--- config.mk ---
export PLATFORM = sky130hd
export DESIGN_NAME = htc_timer
export DESIGN_NICKNAME = d
export VERILOG_FILES = /design/src/htc_pkg.sv /design/src/htc_timer.sv
export VERILOG_INCLUDE_DIRS = /design/src
export SDC_FILE = /design/constraint.sdc
export NUM_CORES = 1
export LEC_CHECK = 0
export ABC_AREA = 1
export BUFFER_PORTS_ARGS = -buffer_cell sky130_fd_sc_hd__buf_2
export CAP_MARGIN = 20
export CORE_AREA = 4 4 176 178
export CTS_CLUSTER_DIAMETER = 150
export DETAILED_ROUTE_END_ITERATION = 8
export DIE_AREA = 0 0 180 182
export GPL_TIMING_DRIVEN = 1
export PLACE_DENSITY = 0.55
export SKIP_CTS_REPAIR_TIMING = 1
export SYNTH_ARGS = -nofsm -noshare
export SYNTH_HDL_FRONTEND = slang
export SYNTH_SLANG_ARGS = --single-unit
export TNS_END_PERCENT = 5
--- constraint.sdc ---
create_clock -name sys_clk -period 7.8 [get_ports sys_clk]
set_input_delay 1.56 -clock sys_clk [delete_from_list [all_inputs] [get_ports sys_clk]]
set_output_delay 1.56 -clock sys_clk [all_outputs]
set_load 0.03 [all_outputs]
--- src/htc_consts.svh ---
// Offsets, field positions and reset values of the hard timer/counter
`ifndef HTC_CONSTS_SVH
`define HTC_CONSTS_SVH

// ----------------------------------------------------------------
// Register byte offsets
// ----------------------------------------------------------------
`define HTC_A_CTRL   8'h00
`define HTC_A_TOP    8'h04
`define HTC_A_CMP    8'h08
`define HTC_A_CNT    8'h0C
`define HTC_A_CAP    8'h10
`define HTC_A_STAT   8'h14
`define HTC_A_MASK   8'h18
`define HTC_AW       8

// ----------------------------------------------------------------
// Control fields
// ----------------------------------------------------------------
`define HTC_F_EN     0
`define HTC_F_MODE   2:1
`define HTC_F_SRC    3
`define HTC_F_CAPEN  4
`define HTC_F_PSC    15:8
`define HTC_CTRL_W   16
`define HTC_PSC_W    8

// ----------------------------------------------------------------
// Event bits, shared by status and mask
// ----------------------------------------------------------------
`define HTC_I_OVF    0
`define HTC_I_CMP    1
`define HTC_I_CAP    2
`define HTC_IRQ_W    3

// ----------------------------------------------------------------
// Pin synchroniser bits and reset values
// ----------------------------------------------------------------
`define HTC_S_CLK    0
`define HTC_S_RST    1
`define HTC_S_CAP    2
`define HTC_S_RSTV   3'h2
`define HTC_CTRL_RST 16'h0000
`define HTC_TOP_RST  16'hFFFF
`define HTC_CMP_RST  16'h0000
`define HTC_DATA_Z   32'h0000_0000

`endif

--- src/htc_pkg.sv ---
// Types shared by the hard timer/counter
package htc_pkg;
  // Operating modes, in control-field order
  typedef enum logic [1:0] {
    HTC_WDT,
    HTC_CTC,
    HTC_FPWM,
    HTC_PFC
  } htc_mode_t;
endpackage

--- src/htc_timer.sv ---
// Hard 16-bit timer/counter with compare, PWM, capture, IRQ and APB registers
// Contract
// - 16-bit up/down counter with its own compare unit producing PWM.
// - Four modes: watchdog, clear on compare match, fast PWM, phase/frequency PWM.
// - Counting clock source is selectable and divided by a programmable prescaler.
// - Overflow, compare match and capture each set their own flag.
// - One level interrupt output plus a separate wake-up interrupt.
// - Non-PWM, bus mode, capture on: synced rising edge copies count.
// - Stand-alone: interrupt is overflow flag; bus mode: status and mask govern.
// - Reset pin enable is fixed at build so the reset pin always works.
// - Stand-alone option: preset controls, bus reads only (writes refused), no capture; reset pin, and clock pin if the preset selects it.
// - Control and status registers are read and written through the bus.
// - PWM output glitch-free even when period changes while running.
// - Compare-driven waveform drives the output pin in waveform modes.
`timescale 1ns/1ps
`include "htc_consts.svh"

module htc_timer
  import htc_pkg::*;
#(
  parameter int             CW       = 16,
  parameter logic           RST_PEN  = 1'b1,
  parameter logic [15:0]    PRE_CTRL = `HTC_CTRL_RST,
  parameter logic [CW-1:0]  PRE_TOP  = `HTC_TOP_RST,
  parameter logic [CW-1:0]  PRE_CMP  = `HTC_CMP_RST
) (
  input  wire logic               sys_clk,
  input  wire logic               rst_b,
  input  wire logic               psel,
  input  wire logic               penable,
  input  wire logic               pwrite,
  input  wire logic [`HTC_AW-1:0] paddr,
  input  wire logic [31:0]        pwdata,
  output logic      [31:0]        prdata,
  output logic                    pready,
  output logic                    pslverr,
  input  wire logic               standalone_cfg,
  input  wire logic               timer_clock_in,
  input  wire logic               timer_reset_n,
  input  wire logic               capture_trigger_in,
  output logic                    timer_irq_out,
  output logic                    wake_irq_out,
  output logic                    timer_wave_out
);

  // ----------------------------------------------------------------
  // Pin synchronisers
  // ----------------------------------------------------------------
  logic [2:0] s1_r, s2_r, s3_r, f_r, f_nxt, rise;

  // A change counts once second and third stages agree
  always_comb begin
    f_nxt = (s2_r & s3_r) | (f_r & (s2_r | s3_r));
    rise  = f_nxt & ~f_r;
  end

  always_ff @(posedge sys_clk) begin
    if (!rst_b) begin
      s1_r <= `HTC_S_RSTV;
      s2_r <= `HTC_S_RSTV;
      s3_r <= `HTC_S_RSTV;
      f_r  <= `HTC_S_RSTV;
    end else begin
      s1_r <= {capture_trigger_in, timer_reset_n, timer_clock_in};
      s2_r <= s1_r;
      s3_r <= s2_r;
      f_r  <= f_nxt;
    end
  end

  // ----------------------------------------------------------------
  // Register file state
  // ----------------------------------------------------------------
  logic [15:0]            ctrl_r, ctrl_nxt, ctrl_e;
  logic [CW-1:0]          top_r, top_nxt, cmp_r, cmp_nxt;
  logic [CW-1:0]          top_e, cmp_e, cap_r, cap_nxt;
  logic [`HTC_IRQ_W-1:0]  stat_r, stat_nxt, mask_r, mask_nxt, ev, w1c;
  logic [31:0]            prdata_r, prdata_nxt;
  logic                   pready_r, pready_nxt, pslverr_r, pslverr_nxt;
  logic                   irq_r, irq_nxt, wake_r, wake_nxt;
  logic                   commit, wr, hit, ro;
  logic                   tmr_rst;
  logic [CW-1:0]          cnt_r;

  // Stand-alone runs from preset controls, bus values ignored
  always_comb begin
    ctrl_e = standalone_cfg ? PRE_CTRL : ctrl_r;
    top_e  = standalone_cfg ? PRE_TOP  : top_r;
    cmp_e  = standalone_cfg ? PRE_CMP  : cmp_r;
  end

  // Reset pin enable is a build constant, never writable
  assign tmr_rst = RST_PEN & ~f_r[`HTC_S_RST];

  // ----------------------------------------------------------------
  // APB slave: one wait state, answer registered
  // ----------------------------------------------------------------
  always_comb begin
    commit      = psel & penable & pready_r;
    wr          = commit & pwrite & ~pslverr_r;
    pready_nxt  = psel & penable & ~pready_r;
    hit         = 1'b1;
    ro          = 1'b0;
    prdata_nxt  = prdata_r;
    pslverr_nxt = pslverr_r;
    ctrl_nxt    = ctrl_r;
    top_nxt     = top_r;
    cmp_nxt     = cmp_r;
    mask_nxt    = mask_r;
    w1c         = '0;
    // Read data sampled once, then held while pready stands
    if (pready_nxt) begin
      prdata_nxt = `HTC_DATA_Z;
      unique case (paddr)
        `HTC_A_CTRL: prdata_nxt[`HTC_CTRL_W-1:0] = ctrl_e;
        `HTC_A_TOP:  prdata_nxt[CW-1:0] = top_e;
        `HTC_A_CMP:  prdata_nxt[CW-1:0] = cmp_e;
        `HTC_A_CNT: begin
          prdata_nxt[CW-1:0] = cnt_r;
          ro = 1'b1;
        end
        `HTC_A_CAP: begin
          prdata_nxt[CW-1:0] = cap_r;
          ro = 1'b1;
        end
        `HTC_A_STAT: prdata_nxt[`HTC_IRQ_W-1:0] = stat_r;
        `HTC_A_MASK: prdata_nxt[`HTC_IRQ_W-1:0] = mask_r;
        default:     hit = 1'b0;
      endcase
      // Writes refused when unmapped, read-only or stand-alone
      pslverr_nxt = ~hit | (pwrite & (ro | standalone_cfg));
    end
    // Write takes effect only at the edge that completes the access
    if (wr) begin
      unique case (paddr)
        `HTC_A_CTRL: ctrl_nxt = pwdata[`HTC_CTRL_W-1:0];
        `HTC_A_TOP:  top_nxt  = pwdata[CW-1:0];
        `HTC_A_CMP:  cmp_nxt  = pwdata[CW-1:0];
        `HTC_A_STAT: w1c      = pwdata[`HTC_IRQ_W-1:0];
        `HTC_A_MASK: mask_nxt = pwdata[`HTC_IRQ_W-1:0];
        default:     w1c      = '0;
      endcase
    end
    // Set wins over a clear in the same cycle
    stat_nxt = tmr_rst ? '0 : ((stat_r & ~w1c) | ev);
    // Stand-alone exposes the overflow flag directly
    irq_nxt  = standalone_cfg ? stat_r[`HTC_I_OVF] : |(stat_r & mask_r);
    wake_nxt = standalone_cfg ? ev[`HTC_I_OVF] : |(ev & mask_r);
  end

  always_ff @(posedge sys_clk) begin
    if (!rst_b) begin
      ctrl_r    <= `HTC_CTRL_RST;
      top_r     <= `HTC_TOP_RST;
      cmp_r     <= `HTC_CMP_RST;
      mask_r    <= '0;
      stat_r    <= '0;
      prdata_r  <= `HTC_DATA_Z;
      pready_r  <= 1'b0;
      pslverr_r <= 1'b0;
      irq_r     <= 1'b0;
      wake_r    <= 1'b0;
    end else begin
      ctrl_r    <= ctrl_nxt;
      top_r     <= top_nxt;
      cmp_r     <= cmp_nxt;
      mask_r    <= mask_nxt;
      stat_r    <= stat_nxt;
      prdata_r  <= prdata_nxt;
      pready_r  <= pready_nxt;
      pslverr_r <= pslverr_nxt;
      irq_r     <= irq_nxt;
      wake_r    <= wake_nxt;
    end
  end

  assign prdata         = prdata_r;
  assign pready         = pready_r;
  assign pslverr        = pslverr_r;
  assign timer_irq_out  = irq_r;
  assign wake_irq_out   = wake_r;

  // ----------------------------------------------------------------
  // Prescaler and counter core
  // ----------------------------------------------------------------
  logic [`HTC_PSC_W-1:0] psc_r, psc_nxt;
  logic [CW-1:0]         cnt_nxt, top_a_r, top_a_nxt, cmp_a_r, cmp_a_nxt;
  logic                  dn_r, dn_nxt, wave_r, wave_nxt;
  logic                  en, src_tick, tick, is_pwm, bound;
  htc_mode_t             mode;

  always_comb begin
    en       = ctrl_e[`HTC_F_EN];
    mode     = htc_mode_t'(ctrl_e[`HTC_F_MODE]);
    is_pwm   = (mode == HTC_FPWM) || (mode == HTC_PFC);
    // Source: every system clock, or synced rising edge of the pin
    src_tick = ctrl_e[`HTC_F_SRC] ? rise[`HTC_S_CLK] : 1'b1;
    // At or above the setting, so lowering the divider mid-count cannot stall it
    tick     = en & src_tick & (psc_r >= ctrl_e[`HTC_F_PSC]);
    psc_nxt  = psc_r;
    if (!en || tmr_rst || tick) begin
      psc_nxt = '0;
    end else if (src_tick) begin
      psc_nxt = psc_r + 1'b1;
    end
    cnt_nxt   = cnt_r;
    dn_nxt    = dn_r;
    bound     = 1'b0;
    ev        = '0;
    cap_nxt   = cap_r;
    if (tick) begin
      unique case (mode)
        HTC_WDT: begin
          cnt_nxt = (cnt_r == top_a_r) ? '0 : cnt_r + 1'b1;
          ev[`HTC_I_OVF] = (cnt_r == top_a_r);
        end
        HTC_CTC: begin
          cnt_nxt = (cnt_r == cmp_a_r) ? '0 : cnt_r + 1'b1;
          ev[`HTC_I_CMP] = (cnt_r == cmp_a_r);
          ev[`HTC_I_OVF] = (cnt_r == '1);
        end
        HTC_FPWM: begin
          bound   = (cnt_r >= top_a_r);
          cnt_nxt = bound ? '0 : cnt_r + 1'b1;
          ev[`HTC_I_OVF] = bound;
          ev[`HTC_I_CMP] = (cnt_r == cmp_a_r);
        end
        HTC_PFC: begin
          // Turn at top, overflow and reload at bottom
          if (!dn_r) begin
            dn_nxt  = (cnt_r >= top_a_r);
            cnt_nxt = dn_nxt ? cnt_r - 1'b1 : cnt_r + 1'b1;
            if (cnt_r == '0 && dn_nxt) begin
              cnt_nxt = '0;
            end
          end else if (cnt_r == '0) begin
            dn_nxt  = 1'b0;
            bound   = 1'b1;
            cnt_nxt = (top_a_r == '0) ? '0 : cnt_r + 1'b1;
          end else begin
            cnt_nxt = cnt_r - 1'b1;
          end
          ev[`HTC_I_OVF] = bound;
          ev[`HTC_I_CMP] = (cnt_r == cmp_a_r);
        end
      endcase
    end
    if (!is_pwm) begin
      dn_nxt = 1'b0;
    end
    // Time stamp only outside PWM, with the bus in use
    if (rise[`HTC_S_CAP] && !is_pwm && !standalone_cfg && ctrl_e[`HTC_F_CAPEN]) begin
      cap_nxt = cnt_r;
      ev[`HTC_I_CAP] = 1'b1;
    end
    if (tmr_rst) begin
      cnt_nxt = '0;
      dn_nxt  = 1'b0;
      ev      = '0;
    end
    // While a PWM mode runs, shadows reload only at period boundary so no runt pulse appears
    top_a_nxt = top_a_r;
    cmp_a_nxt = cmp_a_r;
    if (!is_pwm || !en || bound || tmr_rst) begin
      top_a_nxt = top_e;
      cmp_a_nxt = cmp_e;
    end
    // Registered compare output: toggle on match, level in PWM
    wave_nxt = 1'b0;
    if (is_pwm) begin
      wave_nxt = (cnt_nxt < cmp_a_nxt);
    end else if (mode == HTC_CTC) begin
      wave_nxt = wave_r ^ ev[`HTC_I_CMP];
    end
  end

  always_ff @(posedge sys_clk) begin
    if (!rst_b) begin
      psc_r   <= '0;
      cnt_r   <= '0;
      dn_r    <= 1'b0;
      cap_r   <= '0;
      top_a_r <= `HTC_TOP_RST;
      cmp_a_r <= `HTC_CMP_RST;
      wave_r  <= 1'b0;
    end else begin
      psc_r   <= psc_nxt;
      cnt_r   <= cnt_nxt;
      dn_r    <= dn_nxt;
      cap_r   <= cap_nxt;
      top_a_r <= top_a_nxt;
      cmp_a_r <= cmp_a_nxt;
      wave_r  <= wave_nxt;
    end
  end

  assign timer_wave_out = wave_r;
endmodule

==> run metrics <==
status=completed; Die Area=approximately 33000 um2; Gate Count Post-Synth=roughly 1200; WS Path Type=in2reg; final instance area=9918 um2; Post-DP HPWL=~21000 um; clk_skew=around 0.012 ns; NetSw=~0.44 mW; antenna-violating nets left=0; Leakage=around 4.5 nW; global-route usage over all layers=around 17%; non-filler instance count after layout=~1700; Yosys reg bits=160; worst hold path class=reg2reg; CP max stage cell=nand2_4; vias in the first global route=7919; top_reg_cell synth=dfxtp_1; syn_area_per_cell=between 7 and 8 um2; switching share of total power=24.98%; crit-path cells=buf_2, inv_2, nand2_1, ha_1, nand2_1, nor2_1, nand4_1, o2111ai_1, nand2_1, buf_4, inv_2, nand2_2, nand2_4, o21ai_0, o21ai_0, ha_1, nand2_1, nor2_1, a211oi_1, o221ai_1, nor2_1, nand2_1, a21oi_2; Worst setup EP type=flip-flop; I/O Pins=86; GR Overflow Total=0; wire length per cell=between 15 and 20 um; Vias/cell=approximately 5; Final Setup Violations=0; first-pass GRT wire length=around 45000 um; Final period util=65.72%; area leader, netlist=dfxtp_1; core area=29400 um2; Slew headroom=32.81%; initial antenna violation count=0; Nets=approximately 1400; Placed Cells=~1600; Die X=180 um; Combinational Power Share=under 10%; row cnt=63; Overall Power=between 1.5 and 2 mW; ranking of synthesized cells by area=dfxtp_1, nand2_1, o21ai_0, nor2_1, ha_1; Int Power=approximately 1.3 mW; Slew Viols, Final=0; crit path max fanout=55; Top Layer Used=met4; most numerous cell on the critical path=nand2_1; Die Y=182 um; Num CTS Buffers=17; sequential power share=between 40% and 50%; Worst VDD drop=around 0.00014 V; maxcap violations=0; Fmax=between 150 and 200 MHz; largest net degree at the start of global routing=71; number of H-tree levels=4; CP peak stage delay=around 0.42 ns; Clk pwr share=roughly 49%; DRT Wirelength=slightly below 30000 um; Fin. Hold Viols=0; register area share after synthesis=a little over a third; distinct cell type count after synthesis=55; wire length on met1=~13000 um; clock transition at the registers of the reported paths=0.07 ns; Yosys top cell area share=a little over a third; GP Congestion=about 0.89; routed wl met3=1761 um; RSZ-0062 raised after global routing=false; clk root buf=clkbuf_16; ant diodes=0; YS warnings=0; Layout area overhead=13.24%; Worst-Skew Late Latency=0.43 ns; clock sinks=between 150 and 200; most common cell after layout, fill and taps aside=nand2_1; met2 WL=~13000 um; IO buf count=53; CP required=8.16 ns; Initial DRC Count=roughly 650; Worst Tran Pin Value=around 1.0 ns; ys async rst share=0%; Hold WS=0.4173 ns; Initial Util=roughly 30%; Cell Area, Synth=about 8800 um2; most frequent cells in the layout=nand2_1, nor2_1, dfxtp_1; CTS tree=built; critical path arrival=about 5.5 ns; Pwr Density=178.3 nW/um2; via count=8400; drt drc=0; DP Area=roughly 9300 um2; crit path launch type=input pin; clk buf depth=2; share of layout cells above drive strength 1=12.09%; EDFF count, synth=0; min cycle time layout=5.126 ns; router iterations before antenna repair=5; setup TNS=0 ns
## routing by layer
layer	track usage, %	vias to the layer above
li1	-	4148
met3	3.806	37
met1	23.61	3957
met4	5.669	0
met5	0	-
met2	27.14	258
## worst max-delay path: cells and delay by family
kind / cells / cell delay (ns)
fa+ha+maj: 2 / 0.61
simple gates: 11 / 1.40
buf+inv: 4 / 0.83
compound gates: 6 / 1.04
## cell usage after synthesis (2+ instances only)
library cell / number
and2_1: 2
nor2_2: 5
o22ai_1: 7
buf_1: 4
nand2_2: 8
nor3_2: 3
nor3_1: 17
xnor2_1: 3
a221oi_1: 8
buf_6: 2
clkinv_1: 2
o221ai_1: 2
buf_4: 17
nand2_1: 213
a21oi_1: 88
inv_2: 19
buf_2: 6
o21ai_0: 134
nor2_4: 6
nand3_1: 47
clkbuf_1: 41
o21ai_2: 2
or2_2: 4
nand4_1: 8
a31oi_1: 12
inv_1: 104
o2111ai_1: 2
ha_1: 42
o21ai_1: 12
a2111oi_0: 4
o211ai_1: 22
xor2_1: 29
nand2_4: 3
a211oi_1: 6
a32oi_1: 5
nor4_1: 3
nor2_1: 170
dfxtp_1: 160
## kinds of logic (layout without fill, tap and decap cells)
kind of cell	after synthesis	count (layout)	synth area share (%)
compound gates	312	312	20.17
xor+xnor	32	32	3.200
fa+ha+maj	42	42	6.000
buf+inv	196	224	9.400
flops	160	160	36.57
other cells	1	16	0.04282
simple gates	496	496	24.61
## state kept, by name (all words and copies together) (netlist names)
register        count
ctrl_r             16
cap_r              16
mask_r              3
s1_r                3
pslverr             1
stat_r              3
timer_wave_out      1
cmp_a_r            16
prdata             16
cnt_r              16
psc_r               8
top_r              16
cmp_r              16
pready              1
timer_irq_out       1
dn_r                1
s3_r                3
s2_r                3
wake_irq_out        1
top_a_r            16
f_r                 3
## power groups by stage
stage / Sequential, mW / Clock (mW) / Combinational [mW]
5_1_grt: 0.825 / 0.913 / 0.0820
6_report: 0.824 / 0.867 / 0.0763
4_1_cts: 0.824 / 0.876 / 0.0760
3_3_place_gp: 0.843 / 0 / 0.0759
3_5_place_dp: 0.843 / 0 / 0.0757
2_1_floorplan: 0.850 / 0 / 0.0447
## through the flow
| step | utilization (%) | setup slack, ns |
|---|---|---|
| 6_report | 33.73 | 2.674 |
| 3_3_place_gp | 31.72 | 2.248 |
| 2_1_floorplan | - | 2.795 |
| 3_5_place_dp | 31.72 | 2.228 |
| 4_1_cts | 33.73 | 2.669 |
| 5_1_grt | 33.73 | 2.302 |
## worst paths after layout
check                           depth (start not counted)  slack (ns)        endpoint      startpoint
worst max register to register                         26        3.62  timer_wave_out       cnt_r[13]
worst min-delay path                                    2        0.42         s2_r[0]         s1_r[0]
worst max-delay path                                   23        2.67  timer_wave_out  standalone_cfg
worst min register to register                          2        0.42         s2_r[0]         s1_r[0]
## cell type report
type	instances	area (um2)
fill	3217	19480
multi-input combinational	898	4797
sequential	160	3203
tap	390	488.0
inverter	126	474.2
clock buffer	19	442.9
timing repair buffer	66	362.8
clock inverter	13	150.1
(Power assumes the default switching activity.)
